**src/dms_pkg.sv**
```systemverilog
package dms_pkg;

  // =========================================================================
  // register map (byte addresses)
  // =========================================================================
  localparam logic [7:0] OFS_CTRL   = 8'h00;
  localparam logic [7:0] OFS_STATUS = 8'h04;
  localparam logic [7:0] OFS_LAT    = 8'h08;
  localparam logic [7:0] OFS_LOCK   = 8'h0c;
  localparam logic [7:0] OFS_RDREF  = 8'h10;

  // =========================================================================
  // mode register numbers and bit positions
  // =========================================================================
  localparam logic [2:0] MR0_SEL        = 3'h0;
  localparam logic [2:0] MR1_SEL        = 3'h1;
  localparam logic [2:0] MR2_SEL        = 3'h2;
  localparam logic [2:0] MR4_SEL        = 3'h4;
  localparam int         MR1_DLL_EN_BIT = 0;
  localparam int         MR0_DLL_RST_BIT = 8;
  localparam int         MR4_SR_ABORT_BIT = 9;
  localparam int         MR5_PAR_BIT    = 0;

  // =========================================================================
  // reset values and counts
  // =========================================================================
  localparam logic [4:0]  DLL_OFF_CL     = 5'h0a;
  localparam logic [4:0]  DLL_OFF_CWL    = 5'h09;
  localparam logic [10:0] LOCK_MIN_NCK   = 11'h255;
  localparam logic [10:0] LOCK_MAX_NCK   = 11'h400;
  localparam logic [10:0] LOCK_RST_NCK   = 11'h400;
  localparam logic [4:0]  CL_RST         = 5'h0a;
  localparam logic [4:0]  CWL_RST        = 5'h09;
  localparam logic [4:0]  AL_RST         = 5'h00;

  typedef enum logic [3:0] {
    DMS_ON    = 4'b0001,
    DMS_OFF   = 4'b0010,
    DMS_SREF  = 4'b0100,
    DMS_LOCK  = 4'b1000
  } dms_state_t;

endpackage

```
**src/dms_lock_timer.sv**
```systemverilog
`timescale 1ns/1ps
module dms_lock_timer
  import dms_pkg::*;
(
  // clock and reset
  input  wire logic        clk_sys,
  input  wire logic        rst,
  // control
  input  wire logic        start,
  input  wire logic        ck_tick,
  input  wire logic [10:0] lock_nck,
  // status
  output logic             busy
);
  logic [10:0] count;

  // =========================================================================
  // lock counter in link clocks
  // =========================================================================
  always_ff @(posedge clk_sys or posedge rst) begin
    if (rst) begin
      count <= 11'h000;
      busy  <= 1'b0;
    end else if (start) begin
      count <= lock_nck;
      busy  <= 1'b1;
    end else if (busy && ck_tick) begin
      count <= count - 11'h001;
      if (count <= 11'h001) begin
        busy <= 1'b0;
      end
    end
  end
endmodule

```
**src/dms_refresh_ctr.sv**
```systemverilog
`timescale 1ns/1ps
module dms_refresh_ctr
  import dms_pkg::*;
(
  // clock and reset
  input  wire logic        clk_sys,
  input  wire logic        rst,
  // refresh events
  input  wire logic        refresh_done,
  input  wire logic        sr_exit,
  input  wire logic        abort_en,
  // state
  output logic             refresh_busy,
  output logic [15:0]      refresh_count
);
  // =========================================================================
  // self refresh internal refresh with abort
  // =========================================================================
  always_ff @(posedge clk_sys or posedge rst) begin
    if (rst) begin
      refresh_busy  <= 1'b0;
      refresh_count <= 16'h0000;
    end else if (sr_exit && abort_en) begin
      refresh_busy <= 1'b0;
    end else if (sr_exit) begin
      refresh_busy <= 1'b0;
      if (refresh_busy) begin
        refresh_count <= refresh_count + 16'h0001;
      end
    end else if (refresh_done) begin
      refresh_busy  <= 1'b1;
      refresh_count <= refresh_count + 16'h0001;
    end
  end
endmodule

```
**src/dms_sequencer.sv**
```systemverilog
// The AXI4-Lite interface to the registers and the register offsets were chosen for this implementation.
`timescale 1ns/1ps
module dms_sequencer
  import dms_pkg::*;
(
  // clock and reset
  input  wire logic        clk_sys,
  input  wire logic        rst,
  // axi4-lite write address
  input  wire logic [7:0]  s_axi_awaddr,
  input  wire logic        s_axi_awvalid,
  output logic             s_axi_awready,
  // axi4-lite write data
  input  wire logic [31:0] s_axi_wdata,
  input  wire logic [3:0]  s_axi_wstrb,
  input  wire logic        s_axi_wvalid,
  output logic             s_axi_wready,
  // axi4-lite write response
  output logic [1:0]       s_axi_bresp,
  output logic             s_axi_bvalid,
  input  wire logic        s_axi_bready,
  // axi4-lite read address
  input  wire logic [7:0]  s_axi_araddr,
  input  wire logic        s_axi_arvalid,
  output logic             s_axi_arready,
  // axi4-lite read data
  output logic [31:0]      s_axi_rdata,
  output logic [1:0]       s_axi_rresp,
  output logic             s_axi_rvalid,
  input  wire logic        s_axi_rready,
  // memory-side events
  input  wire logic        ck_tick,
  input  wire logic        cke,
  input  wire logic        odt,
  input  wire logic        mrs_valid,
  input  wire logic [2:0]  mrs_sel,
  input  wire logic [13:0] mrs_op,
  input  wire logic        sr_enter,
  input  wire logic        sr_exit,
  input  wire logic        read_cmd,
  input  wire logic        refresh_done,
  // device outputs
  output logic             dll_enabled,
  output logic             dll_locked,
  output logic             clock_ignored,
  output logic             rtt_nom_active,
  output logic [5:0]       strobe_ref_cyc,
  output logic             read_strobe
);
  import dms_pkg::*;

  // =========================================================================
  // state
  // =========================================================================
  dms_state_t  state;
  logic [4:0]  cl;
  logic [4:0]  cwl;
  logic [4:0]  al;
  logic        sr_abort_en;
  logic        parity_en;
  logic        rtt_nom_en;
  logic        ppd;
  logic [10:0] lock_nck;
  logic        lock_start;
  logic        lock_busy;
  logic        refresh_busy;
  logic [15:0] refresh_count;
  logic [5:0]  rd_cnt;
  logic        rd_run;
  logic        aw_held;
  logic        w_held;
  logic [7:0]  aw_addr;
  logic [31:0] w_data;
  logic [3:0]  w_strb;
  logic        sw_dll_rst;

  function automatic logic mrs_hit(input logic [2:0] sel, input logic [2:0] want);
    return mrs_valid && (sel == want);
  endfunction

  // =========================================================================
  // DLL enable and mode bits
  // =========================================================================
  always_ff @(posedge clk_sys or posedge rst) begin
    if (rst) begin
      dll_enabled <= 1'b1;
      sr_abort_en <= 1'b0;
      parity_en   <= 1'b0;
      rtt_nom_en  <= 1'b0;
    end else if (mrs_hit(mrs_sel, MR1_SEL)) begin
      dll_enabled <= mrs_op[MR1_DLL_EN_BIT];
      rtt_nom_en  <= |mrs_op[10:8];
    end else if (mrs_hit(mrs_sel, MR4_SEL)) begin
      sr_abort_en <= mrs_op[MR4_SR_ABORT_BIT];
    end else if (mrs_hit(mrs_sel, 3'h5)) begin
      parity_en <= mrs_op[MR5_PAR_BIT] && dll_enabled;
    end
  end

  // =========================================================================
  // latencies; DLL-off holds the single pair
  // =========================================================================
  always_ff @(posedge clk_sys or posedge rst) begin
    if (rst) begin
      cl  <= CL_RST;
      cwl <= CWL_RST;
      al  <= AL_RST;
    end else if (!dll_enabled) begin
      cl  <= DLL_OFF_CL;
      cwl <= DLL_OFF_CWL;
    end else if (mrs_hit(mrs_sel, MR0_SEL)) begin
      cl <= mrs_op[6:2];
    end else if (mrs_hit(mrs_sel, MR2_SEL)) begin
      cwl <= mrs_op[7:3];
    end else if (mrs_hit(mrs_sel, MR1_SEL)) begin
      al <= {3'h0, mrs_op[4:3]};
    end
  end

  // =========================================================================
  // power state
  // =========================================================================
  always_ff @(posedge clk_sys or posedge rst) begin
    if (rst) begin
      state <= DMS_ON;
      ppd   <= 1'b0;
    end else begin
      ppd <= !cke && (state != DMS_SREF);
      case (state)
        DMS_ON: begin
          if (sr_enter) begin
            state <= DMS_SREF;
          end else if (!dll_enabled) begin
            state <= DMS_OFF;
          end
        end
        DMS_OFF: begin
          if (sr_enter) begin
            state <= DMS_SREF;
          end else if (lock_start) begin
            state <= DMS_LOCK;
          end
        end
        DMS_SREF: begin
          if (sr_exit) begin
            state <= dll_enabled ? DMS_ON : DMS_OFF;
          end
        end
        DMS_LOCK: begin
          if (sr_enter) begin
            state <= DMS_SREF;
          end else if (!lock_busy && !lock_start) begin
            state <= DMS_ON;
          end
        end
        default: state <= DMS_ON;
      endcase
    end
  end

  assign clock_ignored  = (state == DMS_SREF);
  assign rtt_nom_active = rtt_nom_en && odt && cke && !clock_ignored && !lock_busy;
  assign dll_locked     = dll_enabled && !lock_busy && (state != DMS_SREF);

  assign lock_start = dll_enabled && (sw_dll_rst ||
                      (mrs_hit(mrs_sel, MR0_SEL) && mrs_op[MR0_DLL_RST_BIT]));

  dms_lock_timer u_lock (
    .clk_sys  (clk_sys),
    .rst      (rst),
    .start    (lock_start),
    .ck_tick  (ck_tick),
    .lock_nck (lock_nck),
    .busy     (lock_busy)
  );

  dms_refresh_ctr u_ref (
    .clk_sys       (clk_sys),
    .rst           (rst),
    .refresh_done  (refresh_done && clock_ignored),
    .sr_exit       (sr_exit),
    .abort_en      (sr_abort_en),
    .refresh_busy  (refresh_busy),
    .refresh_count (refresh_count)
  );

  // =========================================================================
  // read strobe reference
  // =========================================================================
  always_comb begin
    if (dll_enabled) begin
      strobe_ref_cyc = {1'b0, al} + {1'b0, cl};
    end else begin
      strobe_ref_cyc = {1'b0, al} + {1'b0, cl} - 6'h01;
    end
  end

  always_ff @(posedge clk_sys or posedge rst) begin
    if (rst) begin
      rd_cnt      <= 6'h00;
      rd_run      <= 1'b0;
      read_strobe <= 1'b0;
    end else begin
      read_strobe <= 1'b0;
      if (read_cmd) begin
        rd_cnt <= strobe_ref_cyc;
        rd_run <= 1'b1;
      end else if (rd_run && ck_tick) begin
        rd_cnt <= rd_cnt - 6'h01;
        if (rd_cnt <= 6'h01) begin
          rd_run      <= 1'b0;
          read_strobe <= 1'b1;
        end
      end
    end
  end

  // =========================================================================
  // axi4-lite write
  // =========================================================================
  assign s_axi_awready = !aw_held && !s_axi_bvalid;
  assign s_axi_wready  = !w_held && !s_axi_bvalid;
  assign s_axi_bresp   = 2'h0;

  always_ff @(posedge clk_sys or posedge rst) begin
    if (rst) begin
      aw_held      <= 1'b0;
      w_held       <= 1'b0;
      aw_addr      <= 8'h00;
      w_data       <= 32'h0000_0000;
      w_strb       <= 4'h0;
      s_axi_bvalid <= 1'b0;
      lock_nck     <= LOCK_RST_NCK;
      sw_dll_rst   <= 1'b0;
    end else begin
      sw_dll_rst <= 1'b0;
      if (s_axi_awvalid && s_axi_awready) begin
        aw_held <= 1'b1;
        aw_addr <= s_axi_awaddr;
      end
      if (s_axi_wvalid && s_axi_wready) begin
        w_held <= 1'b1;
        w_data <= s_axi_wdata;
        w_strb <= s_axi_wstrb;
      end
      if (aw_held && w_held) begin
        aw_held      <= 1'b0;
        w_held       <= 1'b0;
        s_axi_bvalid <= 1'b1;
        if (aw_addr == OFS_LOCK && w_strb[0] && w_strb[1]) begin
          if (w_data[10:0] < LOCK_MIN_NCK) begin
            lock_nck <= LOCK_MIN_NCK;
          end else if (w_data[10:0] > LOCK_MAX_NCK) begin
            lock_nck <= LOCK_MAX_NCK;
          end else begin
            lock_nck <= w_data[10:0];
          end
        end
        if (aw_addr == OFS_CTRL && w_strb[0]) begin
          sw_dll_rst <= w_data[0];
        end
      end else if (s_axi_bvalid && s_axi_bready) begin
        s_axi_bvalid <= 1'b0;
      end
    end
  end

  // =========================================================================
  // axi4-lite read
  // =========================================================================
  assign s_axi_arready = !s_axi_rvalid;

  always_ff @(posedge clk_sys or posedge rst) begin
    if (rst) begin
      s_axi_rvalid <= 1'b0;
      s_axi_rdata  <= 32'h0000_0000;
      s_axi_rresp  <= 2'h0;
    end else if (s_axi_arvalid && s_axi_arready) begin
      s_axi_rvalid <= 1'b1;
      s_axi_rresp  <= 2'h0;
      case (s_axi_araddr)
        OFS_CTRL:   s_axi_rdata <= 32'h0000_0000;
        OFS_STATUS: s_axi_rdata <= {24'h0, refresh_busy, parity_en, sr_abort_en,
                                    ppd, state};
        OFS_LAT:    s_axi_rdata <= {17'h0, al, cwl, cl};
        OFS_LOCK:   s_axi_rdata <= {21'h0, lock_nck};
        OFS_RDREF:  s_axi_rdata <= {refresh_count, 10'h0, strobe_ref_cyc};
        default: begin
          s_axi_rdata <= 32'h0000_0000;
          s_axi_rresp <= 2'h2;
        end
      endcase
    end else if (s_axi_rvalid && s_axi_rready) begin
      s_axi_rvalid <= 1'b0;
    end
  end
endmodule

```
**config.mk**
```make
export PLATFORM = sky130hd
export DESIGN_NAME = dms_sequencer
export DESIGN_NICKNAME = d
export VERILOG_FILES = /design/src/dms_pkg.sv /design/src/dms_lock_timer.sv /design/src/dms_refresh_ctr.sv /design/src/dms_sequencer.sv
export SDC_FILE = /design/constraint.sdc
export NUM_CORES = 1
export LEC_CHECK = 0
export BUFFER_PORTS_ARGS = -buffer_cell sky130_fd_sc_hd__buf_2
export CAP_MARGIN = 20
export CORE_MARGIN = 5
export CORE_UTILIZATION = 55
export CTS_CLUSTER_DIAMETER = 150
export DETAILED_ROUTE_END_ITERATION = 8
export HOLD_SLACK_MARGIN = 0.06
export PLACE_DENSITY = 0.81
export SETUP_SLACK_MARGIN = 0.3
export SLEW_MARGIN = 20
export SYNTH_ARGS = -nofsm -noshare
export SYNTH_HDL_FRONTEND = slang
export SYNTH_SLANG_ARGS = --single-unit
```
**constraint.sdc**
```tcl
create_clock -name clk_sys -period 4.92 [get_ports clk_sys]
set_clock_uncertainty 0.2 [all_clocks]
set_input_delay 0.984 -clock clk_sys [delete_from_list [all_inputs] [get_ports clk_sys]]
set_output_delay 0.984 -clock clk_sys [all_outputs]
set_load 0.05 [all_outputs]
```
---- Word level (Yosys, flattened, before mapping) ----
Index checks and enable logic that the tools add are counted.
word-level totals
  register bits after elaboration ......... 129
  latch bits .............................. 0
  RAM bits ................................ 0
  bits in read-only memories .............. 0
  input port bits ......................... 84
  output and inout bits ................... 52
  word-level logic and storage cells ...... 175
  memories ................................ 0
cells by class
  $add $sub $neg .......................... 5
  multipliers ............................. 0
  div/mod/pow operators ................... 0
  $lt $le $gt $ge ......................... 4
  equal/unequal tests ..................... 22
  shift operators ......................... 0
  multiplexer cells ....................... 48
  bitwise operators ....................... 5
  reductions and logical operators ........ 64
operators with widths
  kind                                                             number
  one-hot mux 32 bit (4 select lines)                              1
  2-to-1 mux 16 bit                                                3
  2-to-1 mux 11 bit                                                4
  logical AND 1 bit                                                31
  2-to-1 mux 4 bit                                                 7
  2-to-1 mux 5 bit                                                 5
  equality test 8 x 4 -> 1 bit, second input constant              3
  2-to-1 mux 1 bit                                                 22
  2-to-1 mux 6 bit                                                 3
  nonzero test 2 bit                                               9
  adder 16 x 1 -> 16 bit, second input constant                    1
  zero test 8 bit                                                  2
  one-hot mux 4 bit (4 select lines)                               1
  subtractor 6 x 1 -> 6 bit, second input constant                 2
  greater-than comparator 11 bit, second input constant            1
  less-or-equal comparator 11 x 1 -> 1 bit, second input constant  1
  < comparator 11 x 10 -> 1 bit, second input constant             1
  subtractor 11 x 1 -> 11 bit, second input constant               1
  AND reduction 2 bit                                              5
  != test 3 bit, second input constant                             3
  equality test 8 x 3 -> 1 bit, second input constant              1
  equality test 8 x 5 -> 1 bit, second input constant              1
  zero test 1 bit                                                  8
  AND reduction 4 bit                                              2
  other kinds (20)                                                 30

---- Logic depth before layout (Yosys ltp) ----
  depth in word-level cells ............... 10
  depth in mapped cells ................... 8
  gate-level depth less buffers ........... 8

---- By module ----
A second synthesis with hierarchy kept.
second synthesis, totals
  cells, all modules ...................... 555
  area total of the unflattened synthesis .. 6014.5 µm²
modules (own cells, without submodules)
  module           instances  cells each  area an instance (µm²)  sequential area each (µm²)
  dms_sequencer    1          412         4496.8                  2386.0
  dms_refresh_ctr  1          65          790.8                   425.4
  dms_lock_timer   1          78          726.9                   300.3

---- Worst setup path after synthesis ----
Ideal clock, no wire load.
  path kind ............................... register -> output
  from .................................... register cl[0]
  to ...................................... output port strobe_ref_cyc[2]
  arrival time ............................ 2398 ps
  data required time ...................... 3736 ps
  path slack .............................. 1338 ps
  stages on the path, launching flop included .. 7
  path buffers ............................ 0
  cells stage by stage .................... dfrtp_1 -> ha_1 -> inv_1 -> fa_1 -> ha_1 -> nor2b_1 -> xnor2_1
on the way
  cells in the longest elaborated chain, start to end .. 3
RTL lines
  element                    line                                        source
  start, declared            dms_sequencer.sv:56                         logic [4:0] cl;
  start signal, assigned     dms_sequencer.sv:112                        cl <= mrs_op[6:2];
  adder 2 x 5 -> 6 bit *     dms_sequencer.sv:192, dms_sequencer.sv:194
  subtractor 6 x 1 -> 6 bit  dms_sequencer.sv:194                        strobe_ref_cyc = {1'b0, al} + {1'b0, cl} - 6'h01;
  2-to-1 mux 6 bit *         dms_sequencer.sv:191                        if (dll_enabled) begin
  end, declared              dms_sequencer.sv:47                         output logic [5:0] strobe_ref_cyc,
Every way passes the cells marked *; elsewhere a longest branch is shown, timed or not.

---- Worst setup path after layout ----
  from .................................... register cl[1]
  to ...................................... output port strobe_ref_cyc[4]
Same word-level chain as after synthesis.

==> flow_metrics.tcl <==
set metrics [dict create \
    status "finished clean" \
    initialDrtViolationCount 367 \
    worstSetupPathType "reg2out" \
    power_per_cell_area_nw_per_um2 520 \
    vias 4675 \
    layoutNonFillerInstCount 803 \
    detailedRoute.firstPassIterationCount 5 \
    initial_core_util_pct 56.5 \
    most_frequent_cell_on_critical_path "sky130_fd_sc_hd__inv_1" \
    clk_path_buf_depth 2 \
    drv.max_cap_violation_count 0 \
    gr-usage-all-layers_pct 21.9 \
    routed_via_density 5.82 \
    antenna-diode-count 0 \
    overflow 0 \
    post_drt_wl_per_cell_um 17.6 \
    hold_vio_cnt_final 0 \
    critical-path-max-stage-delay_ns 0.59 \
    post_cts.resized_instances 0 \
    fin_crit_sh_pct 84.6 \
    timing_worst_slew_pin_value_ns 0.936 \
    routed_wirelength_um 14100 \
    path_clk_slew_ns 0.05 \
    slew_headroom_pct 37.6 \
    place_congestion 0.849 \
    coreArea_um2 10900 \
    ys_async_sr_fraction_pct 100 \
    layout_min_cycle_time_ns 4.16 \
    synth.avg_cell_area_um2 11.1 \
    cp_max_fo 4 \
    grt_start_max_net_pins 79 \
    timing.critical_path.cells "inv_1, fa_1, ha_1, nor2b_1, mux2i_1, o211ai_1, inv_1, buf_2" \
    ctsHtreeMaxLevel 4 \
    cts-hold-fix-buffers 0 \
    rows 38 \
    synth.top_cell.area_share_pct 47.4 \
    synth_sequential_area_ratio_pct 50.4 \
    synth.most_common_cell "sky130_fd_sc_hd__dfrtp_1" \
    critPathArrivalTime_ns 2.98 \
    synthTopCellsByCount "117 x sky130_fd_sc_hd__dfrtp_1, 40 x sky130_fd_sc_hd__nor2_1, 39 x sky130_fd_sc_hd__nand2_1, 31 x sky130_fd_sc_hd__mux2_2, 27 x sky130_fd_sc_hd__o21ai_0" \
    numPlacedInstances 773 \
    worst_setup_path_end_kind "output port" \
    most_frequently_used_flop_master_after_synthesis "sky130_fd_sc_hd__dfrtp_1" \
    numClockSinks 124 \
    synth_enable_flop_cells 0 \
    clkLatencyLatePin_ns 0.42 \
    die_height_um 116 \
    cp.required_ns 3.74 \
    multi_input_area_um2 2830 \
    fmax_mhz 240 \
    rsz_0062_raised_after_global_routing "false" \
    drc_errors 0 \
    leading_cell_types_by_total_area_after_synthesis "sky130_fd_sc_hd__dfrtp_1 47%, sky130_fd_sc_hd__mux2_2 5.7%, sky130_fd_sc_hd__a22o_1 3.1%" \
    synthesis.yosys.warnings 0 \
    dieArea_um2 13400 \
    number_of_post_cts_setup_repair_buffers 0 \
    die-width_um 116 \
    holdCritPathClass "reg2reg" \
    synth_area_um2 6170 \
    antenna_violations_before_repair 0 \
    max-vdd-ir-drop_mv 0.466 \
    layout.nets 745 \
    areaGrowthSynthToFinish_pct 18.9 \
    p_leak_nw 3.53 \
    drive_gt1_share_pct 28.8 \
    synth_top_area_cell "sky130_fd_sc_hd__dfrtp_1" \
    boundaryPins 136 \
    fillCellCount 834 \
    cts_buffers 17 \
    post-dp-hpwl_um 10200 \
    slew_violations 0 \
    seqCellArea_um2 3110 \
    final_report_setup_violation_count 0 \
    grt_pass1_wl_um 22800 \
    grt_pass1_vias 4609 \
    ys_seq_elements 124 \
    cts_tree "yes" \
    critical_path.startpoint_type "flop" \
    yosysUniqueCellTypes 71 \
    post_synth_inst_count 554 \
    clk_root_buffer_cell "sky130_fd_sc_hd__clkbuf_16" \
    setup_tns_ns 0 \
    buffer_ports.inserted 101 \
    remaining_antenna_violation_count_after_routing 0 \
    critical_path.slowest_cell "sky130_fd_sc_hd__fa_1" \
]
==> kinds of logic (layout without fill, tap and decap cells) <==
| family | count (synthesis) | after routing | share of synthesized area, % |
|---|---|---|---|
| compound gates | 115 | 115 | 13.3 |
| fa+ha+maj | 9 | 9 | 1.95 |
| flops | 124 | 124 | 50.4 |
| simple gates | 174 | 174 | 16.9 |
| other cells | 1 | 7 | 0.0607 |
| mux | 48 | 48 | 8.41 |
| buf+inv | 50 | 153 | 4.11 |
| xor+xnor | 33 | 33 | 4.90 |
==> cells in the final DEF (no fill, tap or decap), types with 18 or more instances in the layout <==
master	count
sky130_fd_sc_hd__nor2_1	40
sky130_fd_sc_hd__a21oi_1	20
sky130_fd_sc_hd__o21ai_0	27
sky130_fd_sc_hd__buf_2	101
sky130_fd_sc_hd__mux2_2	31
sky130_fd_sc_hd__nand2_1	39
sky130_fd_sc_hd__a22o_1	22
sky130_fd_sc_hd__dfrtp_1	117
sky130_fd_sc_hd__xor2_1	18
==> area by class of cell <==
cell class / instances / share of cell area, %
clock inverter: 7 / 1.88
sequential: 124 / 42.4
inverter: 18 / 0.955
multi-input combinational: 386 / 38.6
timing repair buffer: 105 / 7.30
tap: 140 / 2.39
clock buffer: 23 / 6.51
==> routing by layer <==
layer | up-vias | global-route usage, % | routed length (µm)
met5 | - | 0 | 0
met4 | 0 | 7.66 | 286
met3 | 24 | 7.52 | 1060
met2 | 148 | 35.5 | 6850
met1 | 2319 | 27.4 | 5920
li1 | 2184 | - | -
==> worst paths after layout <==
kind                                          end  cells past startpoint  startpoint  slack, ns
worst max register to register     s_axi_rdata[2]                      7       cl[1]       2.04
max in group asynchronous             dll_enabled                      3         rst       2.99
min in group asynchronous         s_axi_rdata[21]                      2         rst       0.57
worst min-delay path                   sw_dll_rst                      1  aw_addr[2]       0.26
worst max-delay path            strobe_ref_cyc[4]                      8       cl[1]       0.76
worst min register to register         sw_dll_rst                      1  aw_addr[2]       0.26
==> power breakdown <==
part	internal [mW]	total (mW)	switching, mW
combinational	0.425	1.01	0.580
sequential	1.25	1.51	0.258
clock	0.880	1.30	0.423
==> sequential cells by signal, summed over array words and instances, names as in the netlist, 4 cells and up <==
name,flops
cwl,5
rd_cnt,6
w_data,11
aw_addr,8
state,4
cl,5
u_ref.refresh_count,16
s_axi_rdata,28
u_lock.count,11
lock_nck,11
==> worst max-delay path: cells and delay by family, from the launching register on <==
| kind | cells | cell delay [ns] |
|---|---|---|
| adders and majority gates | 2 | 0.80 |
| DFF | 1 | 0.54 |
| buffers and inverters | 3 | 0.41 |
| and+or+nand+nor | 1 | 0.36 |
| muxes | 1 | 0.27 |
| AOI/OAI and AO/OA | 1 | 0.19 |
==> stage by stage <==
step	setup slack [ns]	hold WS, ns	total power, mW	util (%)	area [µm²]
6_report	0.759	0.256	3.81	67.1	7340
5_1_grt	0.625	0.288	4.01	67.1	7340
4_1_cts	0.774	0.263	3.83	67.1	7340
3_5_place_dp	1.28	0.253	2.52	61.5	6720
3_3_place_gp	1.33	0.248	2.46	61.5	6720
2_1_floorplan	0.448	0.219	2.28	-	6200
No activity file was read; power rests on OpenSTA's default activity.
